--- config.mk ---
export PLATFORM = sky130hd
export DESIGN_NAME = swl_cfg_top
export DESIGN_NICKNAME = d
export VERILOG_FILES = /design/src/verilog/swl_pkg.sv /design/src/verilog/swl_xl_if.sv /design/src/verilog/swl_cfg_top.sv /design/src/verilog/swl_xlink.sv
export SDC_FILE = /design/constraint.sdc
export NUM_CORES = 1
export LEC_CHECK = 0
export ABC_AREA = 1
export BUFFER_PORTS_ARGS = -buffer_cell sky130_fd_sc_hd__buf_2
export CELL_PAD_IN_SITES_DETAIL_PLACEMENT = 0
export CELL_PAD_IN_SITES_GLOBAL_PLACEMENT = 1
export CORE_MARGIN = 2
export CORE_UTILIZATION = 42
export DETAILED_ROUTE_END_ITERATION = 10
export PLACE_DENSITY_LB_ADDON = 0.1
export RECOVER_POWER = 50
export SYNTH_ARGS = -nofsm -noshare
export SYNTH_HDL_FRONTEND = slang
export SYNTH_HIERARCHICAL = 1
export SYNTH_SLANG_ARGS = --single-unit
export TNS_END_PERCENT = 20
--- constraint.sdc ---
create_clock -name core_clk -period 1.7 [get_ports core_clk]
set_input_delay 0.085 -clock core_clk [delete_from_list [all_inputs] [get_ports core_clk]]
set_output_delay 0.085 -clock core_clk [all_outputs]
set_load 0.05 [all_outputs]
--- src/verilog/swl_pkg.sv ---
// constants, register layout and state types of the link configuration block
package swl_pkg;

  // ------------------------------------------------------------
  // link counts and bus widths
  // ------------------------------------------------------------
  localparam int NUM_PLINK = 4;   // processor links
  localparam int NUM_XLINK = 8;   // external links
  localparam int ADDR_W = 12;     // byte address width
  localparam int GAP_W = 11;      // spacing field width
  localparam int CE_W = 5;        // channel end number width
  localparam int DEST_W = 8;      // destination link number width

  // ------------------------------------------------------------
  // register indices (byte address is four times the index)
  // ------------------------------------------------------------
  localparam logic [7:0] IDX_PLINK_BASE = 8'h40;  // 0x40 .. 0x43
  localparam logic [7:0] IDX_XLINK_BASE = 8'h80;  // 0x80 .. 0x87
  localparam logic [7:0] IDX_STATIC_BASE = 8'ha0; // 0xa0 .. 0xa7

  // ------------------------------------------------------------
  // processor link status and network fields
  // ------------------------------------------------------------
  localparam int PL_TYPE_LSB = 24;
  localparam int PL_DEST_LSB = 16;
  localparam int PL_NET_LSB = 4;
  localparam int PL_JUNK_BIT = 2;
  localparam int PL_ROUT_BIT = 1;
  localparam int PL_RIN_BIT = 0;

  // ------------------------------------------------------------
  // external link configuration fields
  // ------------------------------------------------------------
  localparam int XL_EN_BIT = 31;
  localparam int XL_WIDE_BIT = 30;
  localparam int XL_ERR_BIT = 27;
  localparam int XL_CRI_BIT = 26;
  localparam int XL_CRH_BIT = 25;
  localparam int XL_INIT_BIT = 24;
  localparam int XL_RXR_BIT = 23;
  localparam int XL_TRG_LSB = 11;
  localparam int XL_TOK_LSB = 0;

  // ------------------------------------------------------------
  // static forwarding fields
  // ------------------------------------------------------------
  localparam int ST_EN_BIT = 31;
  localparam int ST_CE_LSB = 0;

  // register slot order: slot 0..7 drives links C,D,B,A,G,H,E,F (A=0 .. H=7)
  localparam logic [7:0][2:0] XLINK_ORDER = {3'h5, 3'h4, 3'h7, 3'h6,
                                             3'h0, 3'h1, 3'h3, 3'h2};

  // ------------------------------------------------------------
  // state types and reset values
  // ------------------------------------------------------------
  typedef struct packed {
    logic [NUM_PLINK-1:0][1:0] pl_net;
    logic [NUM_XLINK-1:0] st_en;
    logic [NUM_XLINK-1:0][CE_W-1:0] st_ce;
    logic [31:0] rdata;
  } swl_top_st_t;

  typedef struct packed {
    logic en;
    logic wide;
    logic err;
    logic credit_held;
    logic init_p;
    logic rxrst_p;
    logic [GAP_W-1:0] trans_gap;
    logic [GAP_W-1:0] token_gap;
  } swl_xl_st_t;

  localparam swl_top_st_t TOP_RST = '0;  // every field clears
  localparam swl_xl_st_t XL_RST = '0;    // disabled, two-wire, no credit

endpackage

--- src/verilog/swl_xl_if.sv ---
// register access carrier between the decoder and one external link slot
`timescale 1ns/1ps
interface swl_xl_if;
  logic wr;            // write strobe for this slot
  logic rd;            // read strobe for this slot
  logic [31:0] wdata;  // write data
  logic [31:0] word;   // current register image

  modport reg_side (output wr, output rd, output wdata, input word);
  modport link_side (input wr, input rd, input wdata, output word);
endinterface

--- src/verilog/swl_cfg_top.sv ---
// register decoder and link configuration of the node switch
`timescale 1ns/1ps

module swl_cfg_top (
  // clock and reset
  input wire logic core_clk,
  input wire logic nrst,
  // register port
  input wire logic [swl_pkg::ADDR_W-1:0] reg_addr,
  input wire logic [31:0] reg_wdata,
  input wire logic reg_wr,
  input wire logic reg_rd,
  output logic [31:0] reg_rdata,
  // processor link status from the switch
  input wire logic [swl_pkg::NUM_PLINK-1:0][1:0] pl_type,
  input wire logic [swl_pkg::NUM_PLINK-1:0][swl_pkg::DEST_W-1:0] pl_dest,
  input wire logic [swl_pkg::NUM_PLINK-1:0] pl_junk,
  input wire logic [swl_pkg::NUM_PLINK-1:0] pl_route_out,
  input wire logic [swl_pkg::NUM_PLINK-1:0] pl_route_in,
  // processor link network to the switch
  output logic [swl_pkg::NUM_PLINK-1:0][1:0] pl_network,
  // external link events, indexed by link letter a=0 .. h=7
  input wire logic [swl_pkg::NUM_XLINK-1:0] xl_rx_overflow,
  input wire logic [swl_pkg::NUM_XLINK-1:0] xl_bad_token,
  input wire logic [swl_pkg::NUM_XLINK-1:0] xl_credit_issued,
  input wire logic [swl_pkg::NUM_XLINK-1:0] xl_credit_grant,
  // external link configuration, indexed by link letter
  output logic [swl_pkg::NUM_XLINK-1:0] xl_enable,
  output logic [swl_pkg::NUM_XLINK-1:0] xl_five_wire,
  output logic [swl_pkg::NUM_XLINK-1:0] xl_startup_send,
  output logic [swl_pkg::NUM_XLINK-1:0] xl_rx_reset,
  output logic [swl_pkg::NUM_XLINK-1:0][swl_pkg::GAP_W-1:0] xl_trans_gap,
  output logic [swl_pkg::NUM_XLINK-1:0][swl_pkg::GAP_W-1:0] xl_token_gap,
  // static forwarding, indexed by link letter
  output logic [swl_pkg::NUM_XLINK-1:0] st_bypass,
  output logic [swl_pkg::NUM_XLINK-1:0][swl_pkg::CE_W-1:0] st_chanend
);

  // ------------------------------------------------------------
  // state
  // ------------------------------------------------------------
  swl_pkg::swl_top_st_t s_r;    // registered state
  swl_pkg::swl_top_st_t s_nxt;  // next state

  // ------------------------------------------------------------
  // address decode
  // ------------------------------------------------------------
  logic [7:0] idx;          // register index
  logic addr_ok;            // word aligned and inside the index range
  logic sel_pl;             // processor link group hit
  logic sel_xl;             // external link group hit
  logic sel_st;             // static forwarding group hit
  logic [1:0] pl_slot;      // processor link number
  logic [2:0] xl_slot;      // slot within an eight-register group

  // index is the byte address divided by four
  assign idx = reg_addr[9:2];
  // low bits and the top bits must be zero for a hit
  assign addr_ok = (reg_addr[1:0] == 2'h0) && (reg_addr[swl_pkg::ADDR_W-1:10] == 2'h0);
  // group hits compare the upper index bits with the base
  assign sel_pl = addr_ok && (idx[7:2] == swl_pkg::IDX_PLINK_BASE[7:2]);
  assign sel_xl = addr_ok && (idx[7:3] == swl_pkg::IDX_XLINK_BASE[7:3]);
  assign sel_st = addr_ok && (idx[7:3] == swl_pkg::IDX_STATIC_BASE[7:3]);
  // slot within the group
  assign pl_slot = idx[1:0];
  assign xl_slot = idx[2:0];

  // ------------------------------------------------------------
  // processor link register images
  // ------------------------------------------------------------
  logic [swl_pkg::NUM_PLINK-1:0][31:0] pl_word;  // read image per processor link

  // type and destination only mean something while routing in,
  // so they read zero otherwise
  always_comb begin
    pl_word = '0;
    for (int i = 0; i < swl_pkg::NUM_PLINK; i++) begin
      // link type of the route target
      if (pl_route_in[i]) begin
        pl_word[i][swl_pkg::PL_TYPE_LSB +: 2] = pl_type[i];
        // destination link number
        pl_word[i][swl_pkg::PL_DEST_LSB +: swl_pkg::DEST_W] = pl_dest[i];
      end
      // network number from our own register
      pl_word[i][swl_pkg::PL_NET_LSB +: 2] = s_r.pl_net[i];
      // live status flags from the switch
      pl_word[i][swl_pkg::PL_JUNK_BIT] = pl_junk[i];
      pl_word[i][swl_pkg::PL_ROUT_BIT] = pl_route_out[i];
      pl_word[i][swl_pkg::PL_RIN_BIT] = pl_route_in[i];
    end
  end

  // ------------------------------------------------------------
  // static forwarding register images
  // ------------------------------------------------------------
  logic [swl_pkg::NUM_XLINK-1:0][31:0] st_word;  // read image per slot

  // reserved bits read zero
  always_comb begin
    st_word = '0;
    for (int i = 0; i < swl_pkg::NUM_XLINK; i++) begin
      st_word[i][swl_pkg::ST_EN_BIT] = s_r.st_en[i];
      st_word[i][swl_pkg::ST_CE_LSB +: swl_pkg::CE_W] = s_r.st_ce[i];
    end
  end

  // ------------------------------------------------------------
  // external link slots
  // ------------------------------------------------------------
  logic [swl_pkg::NUM_XLINK-1:0][31:0] xl_word;  // read image per slot

  swl_xl_if xl_bus [swl_pkg::NUM_XLINK] ();  // one carrier per slot

  // one link controller per slot, wired to its link letter
  for (genvar g = 0; g < swl_pkg::NUM_XLINK; g++) begin : g_xl
    // link letter driven by this slot
    localparam int LNK = int'(swl_pkg::XLINK_ORDER[g]);

    // strobes reach only the addressed slot
    assign xl_bus[g].wr = reg_wr && sel_xl && (xl_slot == 3'(g));
    assign xl_bus[g].rd = reg_rd && sel_xl && (xl_slot == 3'(g));
    assign xl_bus[g].wdata = reg_wdata;
    // collect the image for the read mux
    assign xl_word[g] = xl_bus[g].word;

    swl_xlink u_xl (
      .core_clk(core_clk),
      .nrst(nrst),
      .bus(xl_bus[g]),
      .rx_overflow(xl_rx_overflow[LNK]),
      .rx_bad_token(xl_bad_token[LNK]),
      .credit_issued(xl_credit_issued[LNK]),
      .credit_grant(xl_credit_grant[LNK]),
      .enable(xl_enable[LNK]),
      .five_wire(xl_five_wire[LNK]),
      .startup_send(xl_startup_send[LNK]),
      .rx_reset(xl_rx_reset[LNK]),
      .trans_gap(xl_trans_gap[LNK]),
      .token_gap(xl_token_gap[LNK])
    );

    // static forwarding of the same slot goes to the same letter
    assign st_bypass[LNK] = s_r.st_en[g];
    assign st_chanend[LNK] = s_r.st_ce[g];
  end

  // ------------------------------------------------------------
  // next state: register writes and read data
  // ------------------------------------------------------------
  always_comb begin
    s_nxt = s_r;
    // read data stand for one cycle only
    s_nxt.rdata = '0;

    // writes to local registers
    if (reg_wr) begin
      // processor link network number
      if (sel_pl) begin
        s_nxt.pl_net[pl_slot] = reg_wdata[swl_pkg::PL_NET_LSB +: 2];
      end
      // static forwarding enable and destination
      if (sel_st) begin
        s_nxt.st_en[xl_slot] = reg_wdata[swl_pkg::ST_EN_BIT];
        s_nxt.st_ce[xl_slot] = reg_wdata[swl_pkg::ST_CE_LSB +: swl_pkg::CE_W];
      end
    end

    // read mux, unmapped indices return zero
    if (reg_rd) begin
      if (sel_pl) begin
        s_nxt.rdata = pl_word[pl_slot];
      end else if (sel_xl) begin
        s_nxt.rdata = xl_word[xl_slot];
      end else if (sel_st) begin
        s_nxt.rdata = st_word[xl_slot];
      end else begin
        s_nxt.rdata = '0;
      end
    end
  end

  // ------------------------------------------------------------
  // state register
  // ------------------------------------------------------------
  always_ff @(posedge core_clk or negedge nrst) begin
    if (!nrst) begin
      s_r <= swl_pkg::TOP_RST;
    end else begin
      s_r <= s_nxt;
    end
  end

  // ------------------------------------------------------------
  // outputs
  // ------------------------------------------------------------
  // read data from the register stage
  assign reg_rdata = s_r.rdata;
  // network numbers to the switch arbiter
  assign pl_network = s_r.pl_net;

endmodule

--- src/verilog/swl_xlink.sv ---
// configuration, error and credit state of one external link
`timescale 1ns/1ps
module swl_xlink (
  // clock and reset
  input wire logic core_clk,
  input wire logic nrst,
  // register access
  swl_xl_if.link_side bus,
  // receiver and credit events
  input wire logic rx_overflow,
  input wire logic rx_bad_token,
  input wire logic credit_issued,
  input wire logic credit_grant,
  // configuration towards the link
  output logic enable,
  output logic five_wire,
  output logic startup_send,
  output logic rx_reset,
  output logic [swl_pkg::GAP_W-1:0] trans_gap,
  output logic [swl_pkg::GAP_W-1:0] token_gap
);

  swl_pkg::swl_xl_st_t s_r;    // registered state
  swl_pkg::swl_xl_st_t s_nxt;  // next state

  // ------------------------------------------------------------
  // next state
  // ------------------------------------------------------------
  always_comb begin
    s_nxt = s_r;
    s_nxt.init_p = 1'b0;   // pulses last one cycle
    s_nxt.rxrst_p = 1'b0;
    if (bus.wr) begin
      s_nxt.en = bus.wdata[swl_pkg::XL_EN_BIT];
      s_nxt.wide = bus.wdata[swl_pkg::XL_WIDE_BIT];
      s_nxt.trans_gap = bus.wdata[swl_pkg::XL_TRG_LSB +: swl_pkg::GAP_W];
      s_nxt.token_gap = bus.wdata[swl_pkg::XL_TOK_LSB +: swl_pkg::GAP_W];
      s_nxt.init_p = bus.wdata[swl_pkg::XL_INIT_BIT];
      s_nxt.rxrst_p = bus.wdata[swl_pkg::XL_RXR_BIT];
      // init drops our own credit
      if (bus.wdata[swl_pkg::XL_INIT_BIT]) begin
        s_nxt.credit_held = 1'b0;
      end
    end
    // returned credit wins over a clear in the same cycle
    if (credit_grant) begin
      s_nxt.credit_held = 1'b1;
    end
    // read clears the error, a new error in that cycle wins
    if (bus.rd) begin
      s_nxt.err = 1'b0;
    end
    if (rx_overflow || rx_bad_token) begin
      s_nxt.err = 1'b1;
    end
  end

  // ------------------------------------------------------------
  // state register
  // ------------------------------------------------------------
  always_ff @(posedge core_clk or negedge nrst) begin
    if (!nrst) begin
      s_r <= swl_pkg::XL_RST;
    end else begin
      s_r <= s_nxt;
    end
  end

  // ------------------------------------------------------------
  // register image, write-only bits read zero
  // ------------------------------------------------------------
  always_comb begin
    bus.word = '0;
    bus.word[swl_pkg::XL_EN_BIT] = s_r.en;
    bus.word[swl_pkg::XL_WIDE_BIT] = s_r.wide;
    bus.word[swl_pkg::XL_ERR_BIT] = s_r.err;
    bus.word[swl_pkg::XL_CRI_BIT] = credit_issued;
    bus.word[swl_pkg::XL_CRH_BIT] = s_r.credit_held;
    bus.word[swl_pkg::XL_TRG_LSB +: swl_pkg::GAP_W] = s_r.trans_gap;
    bus.word[swl_pkg::XL_TOK_LSB +: swl_pkg::GAP_W] = s_r.token_gap;
  end

  // outputs straight from flops
  assign enable = s_r.en;
  assign five_wire = s_r.wide;
  assign startup_send = s_r.init_p;
  assign rx_reset = s_r.rxrst_p;
  assign trans_gap = s_r.trans_gap;
  assign token_gap = s_r.token_gap;

endmodule
After elaboration in Yosys (flattened, before gate mapping). Cells that the tools add are included.

Add/sub/neg operators: 0. Multiply operators: 0. Divide/modulo/power cells: 0. $lt $le $gt $ge: 4. Eq/ne operators: 10. Shift-type cells: 0. Mux-type cells: 56. Bitwise operators: 0. Reduce and logical (&&, ||, !) cells: 69.

Operators by type and width (number): 2-to-1 mux 32 bit (7); 2-to-1 mux 25 bit (8); binary-select mux 32 bit (select 3 bit) (2); binary-select mux 32 bit (select 2 bit) (1); nonzero test 2 bit (24); bitwise mux 40 bit (1); 2-to-1 mux 10 bit (4); 2-to-1 mux 1 bit (26); logical AND 1 bit (24); AND reduction 2 bit (10); bitwise mux 8 bit (2); demux 5 bit (select 3 bit) (1); equality test 3 bit, second input constant (4); equality test 5 bit, second input constant (2); logical OR 1 bit (8); equality test 3 x 2 -> 1 bit, second input constant (2); equality test 6 x 5 -> 1 bit, second input constant (1); 2-to-1 mux 5 bit (1); demux 2 bit (select 2 bit) (1); zero test 2 bit (2); < comparator 3 x 4 -> 1 bit, second input constant (1); demux 1 bit (select 3 bit) (1); equality test 3 x 1 -> 1 bit, second input constant (1); greater-or-equal comparator 3 x 1 -> 1 bit, second input constant (1); 4 further kinds (4).

Bits in registers: 312. Latch bits: 0. Memory bits (writable): 0. Bits in read-only memories: 0. Input port bits: 132. Output and inout bits: 296. Word-level logic and storage cells: 217. Memories: 0.

Logic depth before layout (Yosys ltp). Gate-level depths: netlist of the first run.

Depth after elaboration: 7. Mapped depth: 12. Depth with buffers taken out: 10.

Modules after synthesis. The synthesis of the first run kept the hierarchy.

By module, submodules not included: swl_xlink (times used 8, cells each 146, area each 1293.7 um2, seq. area each 700.7 um2); swl_cfg_top (times used 1, cells each 937, area each 6346.1 um2, seq. area each 2202.1 um2).

Worst setup path after synthesis of the first run. No wires, ideal clock.

Kind: in2reg. From: input port reg_addr[1] (netlist name). To: register g_xl[4].u_xl.s_r (netlist bit g_xl[4].u_xl/bus.word[25]). Library setup time: 0.116 ns. Data arrival time: 1.351 ns. Data required time: 1.584 ns. Path slack: 0.233 ns. Cell stages on the path: 12. Path buffers: 2. Path through: nor2_2 -> nand2_2 -> nor2_4 -> nand2_4 -> nor2_8 -> buf_6 -> nand2_2 -> nor2_1 -> buf_2 -> nand2_1 -> nand2_1 -> nand2_1.

Longest elaborated chain between the ends: 7.

Ends and longest elaborated chain: start, declared (RTL line swl_cfg_top.sv:9) `input wire logic [swl_pkg::ADDR_W-1:0] reg_addr,`; zero test 2 bit (RTL line swl_cfg_top.sv:59) `assign addr_ok = (reg_addr[1:0] == 2'h0) && (reg_addr[swl_pkg::ADDR_W-1:10] == 2'h0);`; logical AND 1 bit (RTL line swl_cfg_top.sv:59); logical AND 1 bit (RTL line swl_cfg_top.sv:62) `assign sel_xl = addr_ok && (idx[7:3] == swl_pkg::IDX_XLINK_BASE[7:3]);`; logical AND 1 bit (2 in a row) (RTL line swl_cfg_top.sv:120) `assign xl_bus[g].wr = reg_wr && sel_xl && (xl_slot == 3'(g));`; named net xl_bus[4].wr (RTL line swl_xl_if.sv:4) `logic wr;`; nonzero test 2 bit (no line); AND reduction 2 bit (no line); end signal, assigned (RTL line swl_xlink.sv:63) `s_r <= swl_pkg::XL_RST;`; end signal, assigned (RTL line swl_xlink.sv:65) `s_r <= s_nxt;`; end, declared (RTL line swl_xlink.sv:23) `swl_pkg::swl_xl_st_t s_r;`.

The timed path passes the listed nets, and every way through them passes these cells. A chain may end at the register's enable or synchronous reset.

Worst setup path in the final report of the first run.
From: input port reg_addr[1] (netlist name). To: register g_xl[5].u_xl.s_r (netlist bit g_xl[5].u_xl/bus.word[25]).

Longest elaborated chain between the ends: 7.

Ends and longest elaborated chain (RTL line): zero test 2 bit (swl_cfg_top.sv:59); logical AND 1 bit (swl_cfg_top.sv:59); logical AND 1 bit (swl_cfg_top.sv:62); logical AND 1 bit (2 in a row) (swl_cfg_top.sv:120); named net xl_bus[5].wr (swl_xl_if.sv:4); nonzero test 2 bit (no line); AND reduction 2 bit (no line); end signal, assigned (swl_xlink.sv:63); end signal, assigned (swl_xlink.sv:65); end, declared (swl_xlink.sv:23).

The timed path passes the listed nets, and every way through them passes these cells.

==> results of run 1 <==
## synth_stat cells (all sizes together)
cell type | instances | area [um^2]
nand4 | 7 | 43.8
clkbuf | 13 | 48.8
conb | 8 | 30.0
inv | 301 | 1130
nor3 | 3 | 15.0
o21ai | 342 | 1740
or2 | 37 | 231
nand3b | 1 | 7.51
o211ai | 2 | 15.0
nor4 | 1 | 12.5
o221ai | 31 | 272
buf | 330 | 2340
a21oi | 22 | 110
nand2 | 416 | 1610
nand3 | 31 | 155
o22ai | 55 | 344
nor2 | 193 | 783
dfrtp | 312 | 7810
## power groups by stage
stage          logic (uW)  registers [uW]  clock network, uW
3_3_place_gp         1450            7650                  0
4_1_cts              1580            7510               8060
2_1_floorplan         761            7670                  0
3_5_place_dp         1460            7650                  0
5_1_grt              1690            7510               8380
6_report             1540            7510               7860
## cell type report
cell class	count	share of cell area [%]
Sequential cell	312	38.8
Tap cell	525	3.27
Inverter	301	5.63
Clock inverter	11	0.554
Multi-Input combinational cell	1181	27.6
Timing Repair Buffer	584	18.8
Clock buffer	51	5.36
## routing by layer
metal  global-route usage [%]  share of wire [%]
met5                        0                  0
met4                     9.23                2.8
met3                     4.52                6.6
met2                     45.1                 48
met1                     36.9                 43
## critical path, cell delays in order
cell and delay [ns]:
buf_2 0.11, nor2_4 0.11, nand2_2 0.08, nor2_4 0.15, nand2_4 0.10, nor2_8 0.09
nand2_2 0.07, buf_12 0.16, nor2_4 0.15, buf_12 0.18, nand2_1 0.08, nand2_1 0.06
nand2_1 0.04, dlygate4sd3_1 0.55
## flip-flops by register name (all words and copies together) (netlist names)
signal and cells:
g_xl.u_xl/token_gap 88, g_xl.u_xl/trans_gap 88, st_chanend 40, reg_rdata 32
g_xl.u_xl/bus.word 16, g_xl.u_xl/enable 8, g_xl.u_xl/five_wire 8, g_xl.u_xl/rx_reset 8
g_xl.u_xl/startup_send 8, pl_network 8, st_bypass 8
## logic make-up (layout without fill, tap and decap cells)
logic type             count (synthesis)  count (layout)  synth area share [%]
flip-flops                           312             312                  46.8
AO/OA/AOI/OAI                        452             452                  14.8
AND/OR/NAND/NOR                      689             689                  17.1
buffers and inverters                644             947                  21.1
other                                  8              40                 0.180
## stage by stage
step | cells | hold WS, ns | power, uW
after global placement | 2829 | 0.0132 | 9100
final | 2965 | 0.0249 | 16900
after detailed placement | 2829 | 0.0155 | 9100
after global routing | 2965 | 0.0533 | 17600
after floorplan | 2137 | -0.211 | 8430
after CTS | 2961 | 0.000679 | 17200
## repair_timing
action	in CTS	in global routing
setup buffers	0	3
hold endpoints to repair	539	0
gates resized for setup	0	3
endpoints found under the setup margin	0	4
hold buffers	70	0
## how the worst max path moves through the flow
stage	start	slack (ns)	to	depth (start not counted)
6_report	reg_addr[1]	0.08	g_xl[5].u_xl/bus.word[25]	14
5_1_grt	reg_addr[5]	-0.007	g_xl[4].u_xl/bus.word[25]	14
4_1_cts	reg_addr[1]	0.08	g_xl[5].u_xl/bus.word[25]	14
3_5_place_dp	reg_addr[1]	-0.07	reg_rdata[2]	10
3_3_place_gp	reg_addr[1]	-0.04	reg_rdata[2]	10
2_1_floorplan	reg_addr[1]	0.23	g_xl[4].u_xl/bus.word[25]	12
## placed cells by master, fill, tap and decap left out, drive strengths merged, types with 37 or more instances in the layout
master	instances
conb	40
o21ai	342
nor2	193
dfrtp	312
buf	500
o22ai	55
dlygate4sd3	70
nand2	416
clkbuf	65
or2	37
inv	301
==> impl_metrics.json, run 1 <==
{
  "antenna_cells": 0,
  "final_max_slew_viol_count": 0,
  "dpl_worst_slack_ns": -0.0681,
  "yosysSeqAreaShare_pct": 46.8,
  "dieWidth_um": 203,
  "start_util_pct": 42.3,
  "wirelength_um": 57100,
  "worstSetupEndpointType": "flip-flop",
  "clk_latency_ns": 0.55,
  "max_clock_freq_mhz": 619,
  "grt_pass1_wl_um": 85600,
  "p_per_area_nw_per_um2": 841,
  "rsz0062_at_grt": "true",
  "syn_inst": 2105,
  "fin_tns_setup_ns": 0,
  "rrSetupSlack_ns": 0.43,
  "multi_input_area_um2": 5540,
  "criticalPathCategory": "input port to flip-flop",
  "viasPerCell": 4.91,
  "crit_path_max_fanout": 17,
  "drc_errors": 0,
  "grtUsageTotal_pct": 27.4,
  "nets": 2549,
  "place_hpwl_um": 40600,
  "vias": 14558,
  "die_h_um": 203,
  "setup_slack_ns": 0.0840,
  "clockPowerShare_pct": 46.5,
  "dpl-instance-area_um2": 18300,
  "clock-sinks": 312,
  "arrival_ns": 2.03,
  "tightest_slew_ns": 1.23,
  "finClkSkew_ns": 0.0178,
  "final_util_pct": 51.0,
  "die-area_um2": 41400,
  "antenna_found_initial": 0,
  "hp-start": "pl_type[1]",
  "status": "complete, no violations",
  "n_fill_cell": 3982,
  "reg2reg_from": "g_xl[4].u_xl/trans_gap[10]",
  "drt_pass1_iterations": 6,
  "avgSynthCellArea_um2": 7.93,
  "ant_nets": 0,
  "post-route-period-util_pct": 95.1,
  "synth-seq-cells": 312,
  "period_needed_ns": 1.62,
  "internal-power_uw": 12700,
  "drive_above_1_share_pct": 26.2,
  "p_leak_uw": 0.0103,
  "core_area_um2": 39500,
  "hold_violations": 0,
  "whs_endpoint": "reg_rdata[25]",
  "cts-root-buf": "clkbuf_16",
  "p_sw_share_pct": 25.0,
  "ios": 428,
  "regArea_um2": 7810,
  "max_cap_violations": 0,
  "cts_tree": "yes",
  "startpoint_type": "input port",
  "min_path_cells": 7,
  "cts_max_path_buffers": 3,
  "grt.overflow.total": 0,
  "finalSetupViolations": 0,
  "grt_max_degree": 46,
  "synth_area_um2": 16700,
  "slew_headroom_pct": 17.8,
  "ys_warn_count": 6,
  "required_ns": 2.11,
  "area_growth_pct": 20.5,
  "grt_pass1_vias": 14055,
  "cts_made_buffers": 37,
  "rows": 73,
  "ir_worst_vdd_mv": 0.686,
  "gp_congestion": 0.857,
  "p_comb_share_pct": 9.1,
  "r2r-end": "reg_rdata[21]",
  "ys_types": 30,
  "finalInstanceArea_um2": 20100,
  "ctsHtreeMaxLevel": 2,
  "reg2reg_depth": 6,
  "port_buffers": 421,
  "power.share.sequential_pct": 44.4,
  "p_sw_uw": 4220,
  "first_iter_violations": 1017,
  "drt-wirelength-per-cell_um": 19.3,
  "hp-class": "input port to flip-flop",
  "clkTransAtPathRegs_ns": 0.06
}
Note: power is estimated with default switching activity, not from simulation.
==> run 2, diff against run 1 <==
CORE_UTILIZATION = 30   (was 42)
clock period = 2.03 ns   (was 1.7 ns; I/O delays follow)
==> impl_metrics.json, run 2 (synthesis gave the netlist of run 1 again) <==
{
  "vias": 14163,
  "drc_errors": 0,
  "port_buffers": 421,
  "rsz0062_at_grt": "false",
  "ios": 428,
  "finalSetupViolations": 0,
  "first_iter_violations": 852,
  "final_max_slew_viol_count": 0,
  "ant_nets": 0,
  "final_util_pct": 36.7,
  "status": "complete, no violations",
  "grt_pass1_vias": 14054,
  "ctsHtreeMaxLevel": 2,
  "n_fill_cell": 5902,
  "core_area_um2": 55100,
  "area_growth_pct": 21.0,
  "cp_common_cell": "nand2_2",
  "grtUsageTotal_pct": 21.9,
  "required_ns": 2.42,
  "path_cells": "buf_2, nor2_2, nand2_2, nor2_4, nand2_4, nor2_8, nand2_2, nor2_1, clkbuf_2, o21ai_0",
  "arrival_ns": 2.24,
  "dieWidth_um": 240,
  "cts_hold_buf": 66,
  "most-common-layout-cells": "nand2_1, buf_2, dfrtp_1",
  "place_hpwl_um": 45700,
  "finalInstanceArea_um2": 20200,
  "max_cap_violations": 0,
  "nets": 2523,
  "start_util_pct": 30.3,
  "ir_worst_vdd_mv": 0.426,
  "reg2reg_depth": 6,
  "min_path_cells": 5,
  "worstSetupEndpointType": "flip-flop",
  "p_leak_uw": 0.0101,
  "clk_latency_ns": 0.56,
  "clkTransAtPathRegs_ns": 0.06,
  "cts_made_buffers": 41,
  "ctsResizeCount": 0,
  "grt_pass1_wl_um": 93200,
  "drt-wirelength-per-cell_um": 20.1,
  "drive_above_1_share_pct": 24.1,
  "post_cts_buffers": 0,
  "regArea_um2": 7810,
  "drt_pass1_iterations": 5,
  "cp_slowest_cell": "clkbuf_2",
  "viasPerCell": 4.47,
  "max_clock_freq_mhz": 543,
  "p_per_area_nw_per_um2": 741,
  "startpoint_type": "input port",
  "setup_slack_ns": 0.188,
  "antenna_found_initial": 2,
  "cts_max_path_buffers": 3,
  "wirelength_um": 63700,
  "hold_violations": 0,
  "layout_commonest_cell": "nand2_1",
  "clock-sinks": 312,
  "criticalPathCategory": "input port to flip-flop",
  "fin_tns_setup_ns": 0,
  "multi_input_area_um2": 5490,
  "slew_headroom_pct": 1.30,
  "rows": 86,
  "cts_tree": "yes",
  "period_needed_ns": 1.84,
  "crit_path_max_fanout": 31,
  "cts-root-buf": "clkbuf_16",
  "grt.overflow.total": 0,
  "dpl_worst_slack_ns": 0.0905,
  "tightest_slew_ns": 1.48,
  "gp_congestion": 0.839,
  "post-route-period-util_pct": 90.8,
  "slowest_delay_ns": 0.72,
  "grt_max_degree": 49,
  "finClkSkew_ns": 0.0184,
  "hp-class": "input port to flip-flop",
  "die-area_um2": 57600,
  "die_h_um": 240,
  "dpl-instance-area_um2": 18400
}
## run 2: area by class of cell
class                      instances  share of cell area, %
antenna                            1                 0.0124
clock buffer                      63                   6.19
clock inverter                    11                  0.570
inverter                         301                   5.61
multi-input combinational       1181                   27.2
sequential                       312                   38.6
tap                              748                   4.63
timing repair buffer             554                   17.2
## run 2: worst max-delay path, delay by kind of cell
family                 cells  cell delay, ns
AOI/OAI and AO/OA          1            0.24
buffers and inverters      2            0.82
and+or+nand+nor            7            1.06
## run 2: through the flow
step	power (uW)	hold WS (ns)	std cells
2_1_floorplan	7060	-0.194	2137
3_3_place_gp	7640	0.0564	3030
3_5_place_dp	7650	0.0559	3030
4_1_cts	15200	0.0102	3170
5_1_grt	15600	0.0506	3171
6_report	15000	0.0281	3171
## run 2: worst paths after layout
check	from	end	slack (ns)
setup / recovery	reg_addr[1]	g_xl[3].u_xl/token_gap[3]	0.19
hold / removal	pl_dest[16]	reg_rdata[16]	0.03
setup reg to reg	g_xl[4].u_xl/trans_gap[5]	reg_rdata[16]	0.71
hold reg to reg	g_xl[0].u_xl/bus.word[25]	g_xl[0].u_xl/bus.word[25]	0.47
max in group asynchronous	nrst	g_xl[3].u_xl/token_gap[8]	0.30
min in group asynchronous	nrst	g_xl[5].u_xl/trans_gap[3]	0.42
## run 2: where the power goes
group	switching [uW]	internal [uW]
Combinational	878	411
Sequential	32.6	6260
Clock	2900	4500
## run 2: per-layer routing
layer	global-route usage, %	vias up	part of all wire, %
li1	-	6906	-
met5	0	-	0
met1	29.4	6785	44
met4	5.46	0	2.0
met3	4.50	71	6.1
met2	36.1	401	47
==> run 3, diff against run 2 <==
CORE_MARGIN = unset   (was 2)
MAX_ROUTING_LAYER = met4   (was unset)
==> impl_metrics.json, run 3 (synthesis gave the netlist of run 1 again) <==
{
  "status": "complete, no violations",
  "viasPerCell": 4.44,
  "path_cells": "buf_2, nor2_2, nand2_2, nor2_4, nand2_1, nor2_8, nand2_2, nor2_4, buf_12, nand2_1, nand2_1, nand2_1, dlygate4sd3_1",
  "criticalPathCategory": "input port to flip-flop",
  "n_fill_cell": 5899,
  "finClkSkew_ns": 0.0156,
  "final_max_slew_viol_count": 0,
  "die-area_um2": 56600,
  "cts_max_path_buffers": 3,
  "required_ns": 2.46,
  "reg2reg_from": "st_chanend[14]",
  "start_util_pct": 30.3,
  "dieWidth_um": 238,
  "wirelength_um": 63100,
  "rows": 86,
  "min_path_cells": 5,
  "most-common-layout-cells": "nand2_1, buf_2, dfrtp_1",
  "worstSetupEndpointType": "flip-flop",
  "grt_pass1_vias": 13895,
  "slowest_delay_ns": 0.54,
  "ios": 428,
  "hp-class": "input port to flip-flop",
  "grt.overflow.total": 0,
  "port_buffers": 421,
  "gp_congestion": 0.823,
  "grt_max_degree": 58,
  "drive_above_1_share_pct": 24.0,
  "clock-sinks": 312,
  "first_iter_violations": 820,
  "ant_nets": 0,
  "drt_pass1_iterations": 5,
  "core_area_um2": 55100,
  "die_h_um": 238,
  "dp_cells": 3019,
  "p_leak_uw": 0.00999,
  "clk_latency_ns": 0.55,
  "reg2reg_depth": 10,
  "grtUsageTotal_pct": 22.7,
  "grt_pass1_wl_um": 92500,
  "drc_errors": 0,
  "vias": 14005,
  "fin_tns_setup_ns": 0,
  "ctsHtreeMaxLevel": 2,
  "clkTransAtPathRegs_ns": 0.05,
  "startpoint": "reg_addr[1]",
  "hp-start": "pl_junk[2]",
  "place_hpwl_um": 44000,
  "tightest_slew_ns": 0.986,
  "layout_commonest_cell": "nand2_1",
  "ctsResizeCount": 0,
  "rsz0062_at_grt": "false",
  "drt-wirelength-per-cell_um": 20.0,
  "period_needed_ns": 1.81,
  "area_growth_pct": 19.6,
  "cp_common_cell": "nand2_1",
  "nets": 2510,
  "hold_violations": 0,
  "max_clock_freq_mhz": 552,
  "cts_tree": "yes",
  "p_per_area_nw_per_um2": 719,
  "cts-root-buf": "clkbuf_16",
  "finalSetupViolations": 0,
  "cts_made_buffers": 40,
  "max_cap_violations": 0,
  "fin_cells": 3152,
  "post-route-period-util_pct": 89.2,
  "cp_slowest_cell": "dlygate4sd3_1",
  "arrival_ns": 2.24,
  "ir_worst_vdd_mv": 0.488,
  "startpoint_type": "input port",
  "crit_path_max_fanout": 23,
  "antenna_found_initial": 1,
  "slew_headroom_pct": 34.3
}
## run 3: cell types whose count changed in the layout (fill, tap and decap cells not counted), moves of 3 or more
| cell | change |
|---|---|
| clkbuf_1 | -13 |
| buf_2 | +11 |
| clkbuf_8 | -5 |
| o21ai_0 | -5 |
| o21ai_1 | +5 |
| clkbuf_2 | -4 |
| buf_12 | -3 |
| buf_4 | -3 |
## run 3: metrics by stage
step / hold slack, ns / instance area [um^2] / total power [uW] / setup slack, ns / utilization, %
2_1_floorplan: -0.194 / 16800 / 7060 / 0.546 / -
3_3_place_gp: 0.0891 / 18300 / 7620 / 0.118 / 33.2
3_5_place_dp: 0.0971 / 18300 / 7620 / 0.0901 / 33.2
4_1_cts: 0.00117 / 20200 / 14600 / 0.240 / 36.6
5_1_grt: 0.0391 / 20000 / 14900 / 0.0935 / 36.2
6_report: 0.0182 / 20000 / 14300 / 0.219 / 36.2
## run 3: area by class of cell
cell class | instances | area (um^2) | area share, %
antenna | 1 | 2.50 | 0.0125
tap | 748 | 936 | 4.69
multi-input combinational | 1181 | 5490 | 27.5
clock buffer | 57 | 1140 | 5.69
sequential | 312 | 7810 | 39.1
timing repair buffer | 542 | 3380 | 16.9
clock inverter | 10 | 80.1 | 0.401
inverter | 301 | 1130 | 5.67
## run 3: path summary, 6_finish.rpt
| path | to | slack, ns |
|---|---|---|
| worst max-delay path | g_xl[4].u_xl/bus.word[25] | 0.22 |
| worst min-delay path | reg_rdata[2] | 0.02 |
| worst max register to register | reg_rdata[4] | 0.73 |
| worst min register to register | g_xl[0].u_xl/bus.word[25] | 0.47 |
| max in group asynchronous | reg_rdata[13] | 0.61 |
| min in group asynchronous | g_xl[4].u_xl/trans_gap[5] | 0.08 |
## run 3: routing by layer
layer	vias up	part of all wire (%)	track usage, %
met5	-	0	-
met4	0	1.5	4.36
met3	55	5.8	4.77
met2	357	47	36.3
met1	6713	46	29.9
li1	6880	-	-
## run 3: worst max-delay path, delay by kind of cell
family,cells,cell delay [ns]
buffers and inverters,3,0.84
AND/OR/NAND/NOR,10,1.28
## run 3: where the power goes
part	internal (uW)	switching (uW)	total, uW	leakage (uW)
Clock	3990	2800	6790	0.000596
Combinational	389	877	1270	0.00612
Sequential	6260	32.0	6290	0.00328
## run 3: what timing repair did
action | 4_1_cts | 5_1_grt
hold endpoints to repair | 424 | 0
setup buffers | 0 | 0
endpoints found under the setup margin | 0 | 0
hold buffers | 65 | 0
